<file path="config.mk">
export PLATFORM = sky130hd
export DESIGN_NAME = wsm_top
export DESIGN_NICKNAME = d
export VERILOG_FILES = /design/src/hdl/wsm_pkg.sv /design/src/hdl/wsm_top.sv /design/src/hdl/wsm_gate.sv
export VERILOG_INCLUDE_DIRS = /design/src /design/src/hdl
export SDC_FILE = /design/constraint.sdc
export NUM_CORES = 1
export LEC_CHECK = 0
export BUFFER_PORTS_ARGS = -buffer_cell sky130_fd_sc_hd__buf_2
export CORE_ASPECT_RATIO = 1.25
export CORE_MARGIN = 2
export CORE_UTILIZATION = 51
export CTS_CLUSTER_DIAMETER = 150
export DETAILED_ROUTE_END_ITERATION = 16
export GPL_ROUTABILITY_DRIVEN = 0
export PLACE_DENSITY = 0.75
export SYNTH_ARGS = -nofsm -noshare
export SYNTH_HDL_FRONTEND = slang
export SYNTH_SLANG_ARGS = --single-unit
</file>
<file path="constraint.sdc">
create_clock -name clk -period 3.6 [get_ports clk]
set_input_delay 0.72 -clock clk [delete_from_list [all_inputs] [get_ports clk]]
set_output_delay 0.72 -clock clk [all_outputs]
set_load 0.01 [all_outputs]
</file>
<file path="src/hdl/wsm_cfg.svh">
// Constants for the weather sensor monitoring block
`ifndef WSM_CFG_SVH
`define WSM_CFG_SVH
// Clock and time base
`define WSM_CLK_PERIOD_NS 5
`define WSM_SEC_NS 1000000000
`define WSM_SEC_PER_MIN 60
`define WSM_MIN_PER_HOUR 60
// Widths
`define WSM_WIND_W 8
`define WSM_TEMP_W 12
`define WSM_HYST_W 8
`define WSM_CNT_W 8
`define WSM_ID_W 4
`define WSM_SYNC_STAGES 3
// Object and source counts
`define WSM_NUM_GATES 6
`define WSM_NUM_SRC 9
`define WSM_NUM_OBJ 13
`define WSM_NUM_LV 2
// Object positions in the object vector
`define WSM_OBJ_CONST 0
`define WSM_OBJ_ZERO 1
`define WSM_OBJ_HEAT 2
`define WSM_OBJ_TLV0 3
`define WSM_OBJ_RLV0 5
`define WSM_OBJ_GATE0 7
// Gate source positions beyond the objects
`define WSM_SRC_WIND_LV 7
`define WSM_SRC_EXT 8
`endif

</file>
<file path="src/hdl/wsm_pkg.sv">
// Types shared by the weather sensor monitoring block
`include "wsm_cfg.svh"
package wsm_pkg;
    // Logic gate configuration
    typedef struct packed {
        logic op_or;
        logic [`WSM_NUM_SRC-1:0] src_en;
        logic [`WSM_NUM_SRC-1:0] src_inv;
        logic tx_on;
        logic tx_off;
    } wsm_gate_cfg_t;
    // Temperature threshold_value configuration
    typedef struct packed {
        logic overshoot;
        logic [`WSM_TEMP_W-1:0] limit;
        logic [`WSM_HYST_W-1:0] hyst;
    } wsm_temp_cfg_t;
    // One-bit object telegram
    typedef struct packed {
        logic [`WSM_ID_W-1:0] id;
        logic val;
    } wsm_tx_t;
endpackage : wsm_pkg

</file>
<file path="src/hdl/wsm_top.sv">
// Weather sensor monitoring: wind fault timeouts, threshold values, gates, telegrams
`timescale 1ns/100ps
`include "wsm_cfg.svh"
module wsm_top #(
    parameter int SEC_CYCLES = `WSM_SEC_NS / `WSM_CLK_PERIOD_NS
) (
    // Clock and reset
    input logic clk,
    input logic sys_rst,
    // Sensor samples from same-clock logic
    input logic [`WSM_WIND_W-1:0] wind_speed,
    input logic wind_stb,
    input logic signed [`WSM_TEMP_W-1:0] temp_val,
    input logic temp_stb,
    // Asynchronous pins
    input logic rain_pin,
    input logic heater_pin,
    // External one-bit values for the gates
    input logic wind_lv_in,
    input logic ext_lv_in,
    // Configuration
    input logic [`WSM_CNT_W-1:0] const_wind_min,
    input logic [`WSM_CNT_W-1:0] zero_wind_hr,
    input logic temp_lv_two,
    input wsm_pkg::wsm_temp_cfg_t temp_cfg [`WSM_NUM_LV],
    input logic rain_lv_two,
    input logic [`WSM_CNT_W-1:0] rain_delay_min [`WSM_NUM_LV],
    input wsm_pkg::wsm_gate_cfg_t gate_cfg [`WSM_NUM_GATES],
    input logic [`WSM_NUM_OBJ-1:0] read_en,
    // Read requests
    input logic rd_req,
    input logic [`WSM_ID_W-1:0] rd_id,
    // Object values and telegrams
    output logic [`WSM_NUM_OBJ-1:0] obj_q,
    output logic tx_valid_q,
    output wsm_pkg::wsm_tx_t tx_q,
    output logic rd_ack_q,
    output logic rd_nak_q,
    output logic rd_val_q
);
    localparam int TW = `WSM_TEMP_W;
    localparam int HW = `WSM_HYST_W;
    localparam int NO = `WSM_NUM_OBJ;
    localparam logic [31:0] SEC_LAST = 32'(SEC_CYCLES - 1);
    localparam logic [7:0] MIN_LAST = 8'(`WSM_SEC_PER_MIN - 1);
    localparam logic [7:0] HR_LAST = 8'(`WSM_MIN_PER_HOUR - 1);

    // Elaboration check on the second divider
    if (SEC_CYCLES < 1) begin : g_chk
        $error("wsm_top: SEC_CYCLES must be at least 1");
    end

    // Time base: second counter, minute and hour enable pulses
    logic [31:0] sec_cnt_q, sec_cnt_d;
    logic [7:0] s_of_m_q, s_of_m_d, m_of_h_q, m_of_h_d;
    logic min_tick_q, min_tick_d, hr_tick_q, hr_tick_d;
    always_comb begin
        sec_cnt_d = sec_cnt_q + 32'h1;
        s_of_m_d = s_of_m_q;
        m_of_h_d = m_of_h_q;
        min_tick_d = 1'b0;
        hr_tick_d = 1'b0;
        if (sec_cnt_q == SEC_LAST) begin
            sec_cnt_d = 32'h0;
            s_of_m_d = s_of_m_q + 8'h1;
            if (s_of_m_q == MIN_LAST) begin
                s_of_m_d = 8'h0;
                min_tick_d = 1'b1;
                m_of_h_d = m_of_h_q + 8'h1;
                if (m_of_h_q == HR_LAST) begin
                    m_of_h_d = 8'h0;
                    hr_tick_d = 1'b1;
                end
            end
        end
    end
    always_ff @(posedge clk) begin
        if (sys_rst) begin
            sec_cnt_q <= 32'h0;
            s_of_m_q <= 8'h0;
            m_of_h_q <= 8'h0;
            min_tick_q <= 1'b0;
            hr_tick_q <= 1'b0;
        end else begin
            sec_cnt_q <= sec_cnt_d;
            s_of_m_q <= s_of_m_d;
            m_of_h_q <= m_of_h_d;
            min_tick_q <= min_tick_d;
            hr_tick_q <= hr_tick_d;
        end
    end

    // Pin synchronisers; a change counts once stages two and three agree
    logic [`WSM_SYNC_STAGES-1:0] rain_s_q, rain_s_d, heat_s_q, heat_s_d;
    logic rain_q, rain_d, heater_q, heater_d;
    always_comb begin
        rain_s_d = {rain_s_q[1:0], rain_pin};
        heat_s_d = {heat_s_q[1:0], heater_pin};
        rain_d = (rain_s_q[1] == rain_s_q[2]) ? rain_s_q[2] : rain_q;
        heater_d = (heat_s_q[1] == heat_s_q[2]) ? heat_s_q[2] : heater_q;
    end
    always_ff @(posedge clk) begin
        if (sys_rst) begin
            rain_s_q <= '0;
            heat_s_q <= '0;
            rain_q <= 1'b0;
            heater_q <= 1'b0;
        end else begin
            rain_s_q <= rain_s_d;
            heat_s_q <= heat_s_d;
            rain_q <= rain_d;
            heater_q <= heater_d;
        end
    end

    // Wind monitors: minutes unchanged, hours at zero
    logic [`WSM_WIND_W-1:0] wind_prev_q, wind_prev_d;
    logic [`WSM_CNT_W-1:0] const_cnt_q, const_cnt_d, zero_cnt_q, zero_cnt_d;
    logic wind_chg, const_flt, zero_flt;
    always_comb begin
        wind_chg = wind_stb && (wind_speed != wind_prev_q);
        wind_prev_d = wind_stb ? wind_speed : wind_prev_q;
        const_cnt_d = const_cnt_q;
        zero_cnt_d = zero_cnt_q;
        if (wind_chg) begin
            const_cnt_d = '0;
        end else if (min_tick_q && const_cnt_q != '1) begin
            const_cnt_d = const_cnt_q + 1'b1;
        end
        if (wind_stb && wind_speed != '0) begin
            zero_cnt_d = '0;
        end else if (hr_tick_q && zero_cnt_q != '1) begin
            zero_cnt_d = zero_cnt_q + 1'b1;
        end
        const_flt = (const_wind_min != '0) && (const_cnt_q > const_wind_min);
        zero_flt = (zero_wind_hr != '0) && (zero_cnt_q > zero_wind_hr);
    end
    always_ff @(posedge clk) begin
        if (sys_rst) begin
            wind_prev_q <= '0;
            const_cnt_q <= '0;
            zero_cnt_q <= '0;
        end else begin
            wind_prev_q <= wind_prev_d;
            const_cnt_q <= const_cnt_d;
            zero_cnt_q <= zero_cnt_d;
        end
    end

    // Threshold values for temperature and precipitation
    logic [`WSM_NUM_LV-1:0] tlv_q, tlv_d, rlv_q, rlv_d, lv_en_t, lv_en_r;
    logic [`WSM_CNT_W-1:0] rcnt_q [`WSM_NUM_LV];
    logic [`WSM_CNT_W-1:0] rcnt_d [`WSM_NUM_LV];
    logic signed [TW:0] t_x, lim_x [`WSM_NUM_LV], hi_x [`WSM_NUM_LV], lo_x [`WSM_NUM_LV];
    always_comb begin
        // first value always, second on request
        lv_en_t = {temp_lv_two, 1'b1};
        lv_en_r = {rain_lv_two, 1'b1};
        t_x = {temp_val[TW-1], temp_val};
        for (int i = 0; i < `WSM_NUM_LV; i++) begin
            lim_x[i] = {temp_cfg[i].limit[TW-1], temp_cfg[i].limit};
            hi_x[i] = lim_x[i] + $signed({{(TW + 1 - HW){1'b0}}, temp_cfg[i].hyst});
            lo_x[i] = lim_x[i] - $signed({{(TW + 1 - HW){1'b0}}, temp_cfg[i].hyst});
            tlv_d[i] = tlv_q[i];
            if (!lv_en_t[i]) begin
                tlv_d[i] = 1'b0;
            end else if (temp_stb && !temp_cfg[i].overshoot) begin
                if (t_x < lim_x[i]) begin
                    tlv_d[i] = 1'b1;
                end else if (t_x > hi_x[i]) begin
                    tlv_d[i] = 1'b0;
                end
            end else if (temp_stb) begin
                if (t_x > lim_x[i]) begin
                    tlv_d[i] = 1'b1;
                end else if (t_x < lo_x[i]) begin
                    tlv_d[i] = 1'b0;
                end
            end
            rcnt_d[i] = rcnt_q[i];
            rlv_d[i] = rlv_q[i];
            if (!rain_q || !lv_en_r[i]) begin
                rcnt_d[i] = '0;
                rlv_d[i] = 1'b0;
            end else if (!rlv_q[i]) begin
                if (rcnt_q[i] >= rain_delay_min[i]) begin
                    rlv_d[i] = 1'b1;
                end else if (min_tick_q) begin
                    rcnt_d[i] = rcnt_q[i] + 1'b1;
                end
            end
        end
    end
    always_ff @(posedge clk) begin
        if (sys_rst) begin
            tlv_q <= '0;
            rlv_q <= '0;
            for (int i = 0; i < `WSM_NUM_LV; i++) begin
                rcnt_q[i] <= '0;
            end
        end else begin
            tlv_q <= tlv_d;
            rlv_q <= rlv_d;
            for (int i = 0; i < `WSM_NUM_LV; i++) begin
                rcnt_q[i] <= rcnt_d[i];
            end
        end
    end

    // objects 0 to 6, wind value and external value as sources
    logic [`WSM_NUM_SRC-1:0] gate_src;
    logic [`WSM_NUM_GATES-1:0] gate_y;
    assign gate_src = {ext_lv_in, wind_lv_in, obj_q[`WSM_OBJ_GATE0-1:0]};
    for (genvar g = 0; g < `WSM_NUM_GATES; g++) begin : g_gate
        wsm_gate #(
            .NSRC(`WSM_NUM_SRC)
        ) u_gate (
            .cfg(gate_cfg[g]),
            .src(gate_src),
            .y(gate_y[g])
        );
    end

    // Object vector, pending telegrams and read answers
    logic [NO-1:0] obj_d, pend_q, pend_d, pval_q, pval_d, set, clr;
    logic tx_valid_d, rd_ack_d, rd_nak_d, rd_val_d;
    wsm_pkg::wsm_tx_t tx_d;
    logic [15:0] ren_x, obj_x;
    always_comb begin
        obj_d = {gate_y, rlv_q, tlv_q, heater_q, zero_flt, const_flt};
        // each change of objects 0 to 6 queues a one-bit telegram
        set = obj_d ^ obj_q;
        // gates send only their configured edge
        for (int g = 0; g < `WSM_NUM_GATES; g++) begin
            if (obj_d[`WSM_OBJ_GATE0 + g] ? !gate_cfg[g].tx_on : !gate_cfg[g].tx_off) begin
                set[`WSM_OBJ_GATE0 + g] = 1'b0;
            end
        end
        clr = '0;
        tx_valid_d = 1'b0;
        tx_d = '0;
        for (int i = NO - 1; i >= 0; i--) begin
            if (pend_q[i]) begin
                clr = NO'(1) << i;
                tx_valid_d = 1'b1;
                tx_d.id = `WSM_ID_W'(i);
                tx_d.val = pval_q[i];
            end
        end
        // New change wins over the clear of a sent one
        pend_d = (pend_q & ~clr) | set;
        pval_d = (pval_q & ~set) | (obj_d & set);
        ren_x = 16'(read_en);
        obj_x = 16'(obj_q);
        // read only with read flag set
        rd_ack_d = rd_req && ren_x[rd_id];
        rd_nak_d = rd_req && !ren_x[rd_id];
        rd_val_d = rd_ack_d ? obj_x[rd_id] : rd_val_q;
    end
    always_ff @(posedge clk) begin
        if (sys_rst) begin
            obj_q <= '0;
            pend_q <= '0;
            pval_q <= '0;
            tx_valid_q <= 1'b0;
            tx_q <= '0;
            rd_ack_q <= 1'b0;
            rd_nak_q <= 1'b0;
            rd_val_q <= 1'b0;
        end else begin
            obj_q <= obj_d;
            pend_q <= pend_d;
            pval_q <= pval_d;
            tx_valid_q <= tx_valid_d;
            tx_q <= tx_d;
            rd_ack_q <= rd_ack_d;
            rd_nak_q <= rd_nak_d;
            rd_val_q <= rd_val_d;
        end
    end

    // Assertions
    const_fault_set_a: assert property (@(posedge clk) disable iff (sys_rst)
        (const_wind_min != '0 && const_cnt_q > const_wind_min && !wind_chg) |=> obj_q[`WSM_OBJ_CONST])
        else $error("constant wind fault not raised");
    zero_fault_set_a: assert property (@(posedge clk) disable iff (sys_rst)
        (zero_wind_hr != '0 && zero_cnt_q > zero_wind_hr) |=> obj_q[`WSM_OBJ_ZERO])
        else $error("zero wind fault not raised");
    heater_status_a: assert property (@(posedge clk) disable iff (sys_rst)
        (heat_s_q[1] == heat_s_q[2]) |-> ##2 obj_q[`WSM_OBJ_HEAT] == $past(heat_s_q[2], 2))
        else $error("heater status does not follow pin");
    tx_pending_a: assert property (@(posedge clk) disable iff (sys_rst)
        tx_valid_q |-> (($past(pend_q) >> tx_q.id) & NO'(1)) != '0)
        else $error("telegram sent without pending change");
    read_refuse_a: assert property (@(posedge clk) disable iff (sys_rst)
        (rd_req && !ren_x[rd_id]) |=> (rd_nak_q && !rd_ack_q))
        else $error("read answered without read flag");
    temp_under_a: assert property (@(posedge clk) disable iff (sys_rst)
        (temp_stb && !temp_cfg[0].overshoot && t_x < lim_x[0]) |-> ##2 obj_q[`WSM_OBJ_TLV0])
        else $error("undershoot threshold not switched on");
    rain_off_a: assert property (@(posedge clk) disable iff (sys_rst)
        !rain_q |-> ##2 !obj_q[`WSM_OBJ_RLV0])
        else $error("rain threshold on without rain");
    gate_off_mute_a: assert property (@(posedge clk) disable iff (sys_rst)
        (tx_valid_q && tx_q.id == `WSM_ID_W'(`WSM_OBJ_GATE0) && !tx_q.val) |-> $past(gate_cfg[0].tx_off, 2))
        else $error("suppressed off telegram sent");
    wind_restart_a: assert property (@(posedge clk) disable iff (sys_rst)
        wind_chg |-> ##2 !obj_q[`WSM_OBJ_CONST])
        else $error("constant wind fault kept after change");
endmodule : wsm_top

</file>
<file path="src/hdl/wsm_gate.sv">
// Configurable AND/OR logic gate over object and external one-bit sources
`timescale 1ns/100ps
`include "wsm_cfg.svh"
module wsm_gate #(
    parameter int NSRC = `WSM_NUM_SRC
) (
    // Configuration
    input wsm_pkg::wsm_gate_cfg_t cfg,
    // Sources and result
    input logic [NSRC-1:0] src,
    output logic y
);
    logic [NSRC-1:0] eff;

    // Elaboration check on source count
    if (NSRC < 1 || NSRC > `WSM_NUM_SRC) begin : g_chk
        $error("wsm_gate: NSRC out of range");
    end

    // Per-input inversion, then AND or OR over enabled inputs
    always_comb begin
        eff = src ^ cfg.src_inv[NSRC-1:0];
        if (cfg.src_en[NSRC-1:0] == '0) begin
            y = 1'b0;
        end else if (cfg.op_or) begin
            y = |(eff & cfg.src_en[NSRC-1:0]);
        end else begin
            y = &(eff | ~cfg.src_en[NSRC-1:0]);
        end
    end
endmodule : wsm_gate

</file>
; Word-level counts from Yosys, hierarchy flattened
; Memory sizes are Yosys's and may differ from the RTL's.
; Cells that the tools add are included.
[totals]
rom_bits = 0
memories = 1
latchBits = 0
output_inout_bits = 22
regBits = 134
mem_bits_rw = 16
[memory_table]
columns = memory, depth, width, read_ports, rd_ports_with_merged_regs, wr, line_no
row1 = rcnt_q, 2, 8, 2, 0, 2, wsm_top.sv:152  ; logic [`WSM_CNT_W-1:0] rcnt_q [`WSM_NUM_LV];
[op_classes]
bitwise = 38
div = 0
n_eq_ne = 10
magnitude_cmp = 13
mux = 100
reduce_logical = 68
n_shift = 0
n_mul = 0
addsub = 11
[ops]
columns = op, n
row1 = 2-to-1 mux 13 bit, 13
row2 = 2-to-1 mux 8 bit, 12
row3 = OR reduction 9 bit, 7
row4 = 2-to-1 mux 1 bit, 61
row5 = AND 9 bit, 6
row6 = logical NOT 9 bit, 6
row7 = NOT 9 bit, 6
row8 = OR 9 bit, 6
row9 = AND reduction 9 bit, 6
row10 = XOR 9 bit, 6
row11 = "adder 8 x 1 -> 8 bit, second input constant", 6
row12 = AND 13 bit, 3
row13 = "adder 32 x 1 -> 32 bit, second input constant", 1
row14 = "equality test 32 x 28 -> 1 bit, second input constant", 1
row15 = adder 12 x 9 -> 13 bit, 2
row16 = > comparator 12 x 13 -> 1 bit, 2
row17 = less-than comparator 12 x 13 -> 1 bit, 2
row18 = NOT 13 bit, 2
row19 = OR 13 bit, 2
row20 = subtractor 12 x 9 -> 13 bit, 2
row21 = 2-to-1 mux 5 bit, 5
row22 = > comparator 12 bit, 2
row23 = less-than comparator 12 bit, 2
row24 = nonzero test 8 bit, 3
row25 = other kinds (25), 76

; Logic depth before layout (Yosys ltp)
; Gate-level depths: netlist (run 1).
[logic_depth]
depth_word = 16
ltp_mapped = 17

; By module
; From an unflattened synthesis (run 1), not the netlist that was laid out.
[hier_totals]
cells_unflattened = 1506
area_unflattened_um2 = 12065.3
[modules_own_cells]
columns = module, seq_area_each_um2, area_each_um2, cells_per_inst, instances
row1 = wsm_top, 3002.9, 10669.0, 1296, 1
row2 = wsm_gate, 0.0, 232.7, 35, 6

; Least setup slack after synthesis (run 1)
; OpenSTA, ideal clock, no wires.
[synth_timing]
path_kind = input to register
from = in temp_cfg[2] (netlist name)
to = reg tlv_q[1]
setup_time_ns = 0.122
arrival_ns = 3.806
path_slack_ns = -0.328
stages = 16
path_cell_list = inv_1 ha_1 nor2b_1 o21ai_0 a21oi_1 o21ai_0 a21oi_1 nor4bb_1 xnor2_1 ha_1 a21oi_1 o22ai_1 or4b_2 o221ai_1 o221a_2 o21ai_0
[synth_via]
elab_chain_len = 4
word_cells_on_any_way = 7
[synth_rtl]
columns = item, line_no
row1 = from (decl), wsm_top.sv:25  ; input wsm_pkg::wsm_temp_cfg_t temp_cfg [`WSM_NUM_LV],
row2 = adder 12 x 9 -> 13 bit or subtractor 12 x 9 -> 13 bit (tied branches), "wsm_top.sv:162, wsm_top.sv:163"
row3 = > comparator 12 x 13 -> 1 bit or less-than comparator 12 x 13 -> 1 bit (tied branches), "wsm_top.sv:170, wsm_top.sv:176"
row4 = inequality test 3 x 1 -> 1 bit (no source line) or nonzero test 3 bit (tied branches), n/a
row5 = AND reduction 3 bit (no source line) (*), n/a
row6 = to (signal assigned), wsm_top.sv:202  ; tlv_q <= tlv_d;
row7 = to (decl), wsm_top.sv:151  ; logic [`WSM_NUM_LV-1:0] tlv_q, tlv_d, rlv_q, rlv_d, lv_en_t, lv_en_r;
; Every way passes the cells marked *; elsewhere a longest branch is shown, timed or not.
; A chain may end at the register's enable or synchronous reset.

; Final worst setup path (run 1)
[layout_timing]
from = in temp_cfg[29] (netlist name)
to = reg tlv_q[0]
[layout_via]
elab_chain_len = 4
word_cells_on_any_way = 13
[layout_rtl]
columns = item, line_no
row1 = adder 12 x 9 -> 13 bit (tied with other cells), wsm_top.sv:162  ; hi_x[i] = lim_x[i] + $signed({{(TW + 1 - HW){1'b0}}, temp_cfg[i].hyst});
row2 = > comparator 12 x 13 -> 1 bit (tied with other cells), wsm_top.sv:170  ; end else if (t_x > hi_x[i]) begin
row3 = inequality test 3 x 1 -> 1 bit (no source line) (tied with other cells), n/a
row4 = AND reduction 3 bit (no source line) or 2-to-1 mux 1 bit (tied branches), n/a
; Parallel ways exist; a longest one is shown, timed or not. The select of a mux whose other input is x is not followed.

==> impl_metrics.tcl, run 1 <==
set metrics [dict create \
    dieArea_um2 24900 \
    placed_area_um2 14100 \
    async_reset_ff_share_pct 0 \
    critPathRequiredTime_ps 3950 \
    r2r_end "pend_q[7]$_SDFF_PP0_" \
    initial_core_util_pct 52.1 \
    slew_headroom_pct 48.1 \
    die_h_um 176 \
    hold_viol_final 0 \
    hold_depth 1 \
    clockBufferDepth 2 \
    path_max_fanout 3 \
    final_common_cell "buf_2" \
    min_path_type "register to register" \
    antenna_found_initial 5 \
    n_fill_cell 1972 \
    cts_tree "done" \
    hold_end "sec_cnt_q[0]$_SDFF_PP0_" \
    grt_max_degree 54 \
    stdcell_area_um2 14800 \
    ys_seq_area_share_pct 24.9 \
    areaGrowthSynthToFinish_pct 23.0 \
    drv_cap 0 \
    syn-num-nets 1893 \
    cp.arrival_ps 3820 \
    p_leak_nw 6.75 \
    fin_crit_sh_pct 96.4 \
    fmax_mhz 288 \
    synth_top_area_cell "dfxtp_1" \
    cts_hold_buf 0 \
    reg2reg_from "obj_q[2]$_SDFF_PP0_" \
    r2r_setup_slack_ps 1060 \
    rsz0062_at_grt "yes" \
    tns_ps 0 \
    root_buffer "clkbuf_16" \
    hp-start "sec_cnt_q[0]$_SDFF_PP0_" \
    final_cell_mix "buf_2 (266), inv_1 (170), dfxtp_1 (150)" \
    ir_worst_vdd_mv 0.370 \
    hpwl_um 26700 \
    rows 62 \
    drt_wl_total_um 33100 \
    min_period_ps 3470 \
    power_mw 4.71 \
    firstDrtPassIters 5 \
    ys_seq_elements 150 \
    cts_buffers 17 \
    io_pins 270 \
    track_usage_pct 25.9 \
    drive_gt1_share_pct 22.9 \
    synth_area_leaders "dfxtp_1 (25%), ha_1 (15%), xnor2_1 (8.1%)" \
    cts.sinks 150 \
    tightest_slew_ps 777 \
    drt_iter0_drc 482 \
    powerDensity_nw_per_um2 318 \
    clock_skew_ps 10.1 \
    ff2ff_path_depth 7 \
    synthDistinctLibCells 76 \
    status "finished clean" \
    synth_area_um2 12000 \
    htree_num_levels 4 \
    synth-edff-count 0 \
    drc 0 \
    grt_pass1_wl_um 52900 \
    final_core_util_pct 64.1 \
    hold_ws_ps 440 \
    synth_top_area_share_pct 24.9 \
    path_clk_slew_ps 60 \
    critPathKind "primary input to register" \
    synth.avg_cell_area_um2 8.05 \
    drv_slew 0 \
    setup.worst_path.end_class "register" \
    fin_nets 2201 \
    grt_pass1_vias 11600 \
    via_count 11800 \
    ys_dominant_reg_cell "dfxtp_1" \
    wl_per_cell_um 15.7 \
    ant_nets 0 \
    via_per_inst 5.61 \
    overflow 0 \
    yosysWarnings 0 \
    core-area_um2 23100 \
    synth_cells 1496 \
    cp-start-kind "primary input" \
    finalSetupViolCount 0 \
    clkLatencyLatePin_ps 420 \
    die_w_um 141 \
    port-buffer-count 269 \
]
-- state kept, by name, summed over array words and instances, names as in the netlist, named ones only --
register     flops
heater_q         1
rd_val_q         1
min_tick_q       1
rain_s_q         3
tx_valid_q       1
rain_q           1
zero_cnt_q       8
rd_ack_q         1
s_of_m_q         8
const_cnt_q      8
hr_tick_q        1
wind_prev_q      8
heat_s_q         3
tlv_q            2
rd_nak_q         1
tx_q             5
rlv_q            2
obj_q           13
rcnt_q          16
sec_cnt_q       32
pend_q          13
m_of_h_q         8
-- where the power goes --
part | internal (mW) | switching (mW)
Clock | 0.939 | 0.732
Combinational | 0.614 | 0.666
Sequential | 1.71 | 0.0504
Total | 3.26 | 1.45
-- stage by stage --
| stage | setup WS, ps | std cells |
|---|---|---|
| 5_1_grt | -91.1 | 2107 |
| 2_1_floorplan | -6.34 | 1496 |
| 3_5_place_dp | -517 | 2071 |
| 6_report | 131 | 2109 |
| 3_3_place_gp | -407 | 2071 |
| 4_1_cts | 7.82 | 2103 |
-- layout make-up --
cell class / count / area, um^2 / area share (%)
clock buffer: 19 / 453 / 3.06
inverter: 176 / 673 / 4.54
timing repair buffer: 324 / 1780 / 12.0
multi-input combinational: 1135 / 8430 / 56.9
sequential: 150 / 3000 / 20.3
tap: 288 / 360 / 2.43
clock inverter: 13 / 111 / 0.751
antenna: 4 / 10.0 / 0.0675
-- Yosys cell counts (4+ instances only) --
library cell,count
a2111oi_0,9
a211o_1,6
a211oi_1,16
a21boi_0,5
a21o_1,10
a21oi_1,98
a221oi_1,7
a222oi_1,4
a22o_1,4
a22oi_1,11
a311oi_1,5
a31oi_1,12
and2_1,7
and3_1,11
and4_1,9
buf_1,4
buf_2,11
clkbuf_1,17
dfxtp_1,150
fa_1,4
ha_1,145
inv_1,175
mux2i_1,16
mux4_2,6
nand2_1,74
nand2b_1,19
nand3_1,39
nand3b_1,14
nand4_1,34
nor2_1,137
nor2b_1,38
nor3_1,29
nor4_1,22
nor4bb_1,4
o2111ai_1,6
o211ai_1,10
o21a_1,9
o21ai_0,49
o21bai_1,13
o22ai_1,28
or3_1,13
or4_1,6
xnor2_1,111
xor2_1,53
-- routing by layer --
metal,vias to the layer above,track usage [%],routed length (um)
met5,-,0,24
met4,4,12.7,1510
met3,89,4.99,1860
met2,384,49.3,17300
met1,5448,26.7,12400
li1,5900,-,-
-- critical path, stage by stage --
cell and delay (ps):
buf_6 80, ha_4 140, inv_2 40, fa_2 360, o21bai_1 170, a21oi_2 90, o21bai_1 230, a2111oi_2 100
a221o_1 320, o21ai_1 170, ha_1 200, nand2_2 70, or4_4 550, nor3_2 180, a211o_1 180, a21oi_2 60
o22ai_1 160
-- cell families after synthesis --
| kind of cell | Yosys count | synth area share, % |
|---|---|---|
| simple gates | 479 | 21.0 |
| compound gates | 318 | 17.0 |
| buf+inv | 211 | 6.78 |
| xor+xnor | 164 | 11.9 |
| fa+ha+maj | 150 | 15.8 |
| flops | 150 | 24.9 |
| mux | 24 | 2.64 |
-- timing repair --
item / CTS / global route
buffers inserted: 0 / 2
pin swaps: 5 / 37
endpoints found under the setup margin: 1 / 2
resized for setup: 3 / 51
-- worst max path at each step --
stage                       from               endpoint  slack (ps)  cells after the start
global placement     temp_cfg[8]  tlv_q[1]$_SDFFE_PP0P_        -410                     18
global route        temp_cfg[29]  tlv_q[0]$_SDFFE_PP0P_         -90                     17
finish              temp_cfg[29]  tlv_q[0]$_SDFFE_PP0P_         130                     17
detailed placement   temp_cfg[8]  tlv_q[1]$_SDFFE_PP0P_        -520                     18
floorplan            temp_cfg[8]  tlv_q[1]$_SDFFE_PP0P_          -6                     17
CTS                  temp_cfg[8]  tlv_q[1]$_SDFFE_PP0P_           8                     18
No activity file was read; power rests on OpenSTA's default activity.
==> run 2, diff against run 1 <==
- CORE_UTILIZATION: 51 -> 47
- PLACE_DENSITY: 0.75 -> 0.7
==> run 2 against run 1 <==
Final area grew 0.32%; fmax down 0.69%; critical path depth stayed put; largest cell class unchanged.
==> impl_metrics.tcl, run 2 (synthesis results as in run 1) <==
set metrics [dict create \
    cp_common_cell "a21oi_2" \
    largestRegisters "sec_cnt_q (32), rcnt_q (16)" \
    port-buffer-count 269 \
    dieArea_um2 26900 \
    htree_num_levels 4 \
    fin_nets 2202 \
    ir_worst_vdd_mv 0.306 \
    io_pins 270 \
    power_mw 4.82 \
    rows 65 \
    path_clk_slew_ps 70 \
    ant_nets 0 \
    cts_buffers 17 \
    cts_hold_buf 0 \
    critPathRequiredTime_ps 3920 \
    root_buffer "clkbuf_16" \
    drv_cap 0 \
    clockBufferDepth 2 \
    min_path_type "register to register" \
    placed_area_um2 14100 \
    cts.sinks 150 \
    cp-startpoint "temp_cfg[0]" \
    slowest_stage "or4b_4" \
    tns_ps 0 \
    p_leak_nw 6.77 \
    slew_headroom_pct 43.3 \
    grt_max_degree 68 \
    n_fill_cell 2306 \
    initial_core_util_pct 47.8 \
    drt_iter0_drc 448 \
    multi_input_area_um2 8400 \
    hpwl_um 27000 \
    clock_skew_ps 8.44 \
    final_cell_mix "buf_2 (267), inv_1 (174), dfxtp_1 (150)" \
    areaGrowthSynthToFinish_pct 23.4 \
    cp-start-kind "primary input" \
    drt_wl_total_um 33200 \
    die_h_um 183 \
    hp-start "sec_cnt_q[0]$_SDFF_PP0_" \
    fin_crit_sh_pct 97.0 \
    tightest_slew_ps 849 \
    drc 0 \
    overflow 0 \
    setup.worst_path.end_class "register" \
    critPathKind "primary input to register" \
    grt_pass1_wl_um 52700 \
    antenna_found_initial 3 \
    via_count 11900 \
    powerDensity_nw_per_um2 324 \
    path_cells "buf_4, ha_4, fa_2, nor2b_2, o21ai_2, a21oi_2, o21ai_2, a21oi_2, nor4bb_4, xnor2_1, ha_1, a21oi_2, o22ai_1, or4b_4, o221ai_2, o221a_2, o21ai_1" \
    setup_slack_ps 107 \
    max_stage_delay_ps 540 \
    hold_viol_final 0 \
    drive_gt1_share_pct 22.4 \
    min_period_ps 3490 \
    wl_per_cell_um 15.4 \
    crit_buf_inv 1 \
    crit_family "compound AO/OA/AOI/OAI gates" \
    track_usage_pct 23.7 \
    top_register "sec_cnt_q" \
    grt_pass1_vias 11600 \
    pre_cts_ws_ps -572 \
    cp.arrival_ps 3810 \
    status "finished clean" \
    path_max_fanout 2 \
    fmax_mhz 286 \
    final_common_cell "buf_2" \
    firstDrtPassIters 5 \
    cts_tree "done" \
    finalSetupViolCount 0 \
    seq_area_um2 3000 \
    reg2reg_from "obj_q[3]$_SDFF_PP0_" \
    largest_register_ffs 32 \
    drv_slew 0 \
    core-area_um2 25200 \
    die_w_um 147 \
    stdcell_area_um2 14900 \
    clkLatencyLatePin_ps 420 \
    via_per_inst 5.50 \
]
## run 2: path summary, 6_finish.rpt
path	to	slack (ps)	cells after the start
max	tlv_q[1]$_SDFFE_PP0P_	110	17
max reg2reg	register	920	6
min reg2reg	sec_cnt_q[0]$_SDFF_PP0_	440	1
min	sec_cnt_q[0]$_SDFF_PP0_	440	1
## run 2: metal layers
layer	wire, um	GRT usage (%)	up-vias	part of all wire, %
met3	1880	4.40	105	5.7
met1	12400	23.9	5438	37
met2	17300	45.8	402	52
li1	-	-	5913	-
met4	1540	12.7	2	4.6
met5	11	0	-	0.033
## run 2: final cells by class
type                       instances  share of cell area (%)
antenna                            2                  0.0337
clock buffer                      17                    2.86
clock inverter                    15                    1.14
inverter                         176                    4.53
multi-input combinational       1135                    56.5
sequential                       150                    20.2
tap                              335                    2.82
timing repair buffer             325                    12.0
## run 2: power breakdown
part	switching [mW]	internal (mW)
Clock	0.759	1.04
Combinational	0.655	0.609
Sequential	0.0494	1.71
Total	1.46	3.36
## run 2: timing repair
action | 4_1_cts | 5_1_grt
gates resized for setup | 4 | 33
buffers inserted | 0 | 2
setup endpoints to repair | 1 | 2
pin swaps | 7 | 20
## run 2: stage by stage
stage | util (%) | hold WS [ps] | instances
global route | 59.0 | 466 | 2155
detailed placement | 56.0 | 420 | 2119
floorplan | - | 413 | 1496
CTS | 58.5 | 436 | 2151
finish | 59.0 | 436 | 2155
global placement | 56.0 | 426 | 2119
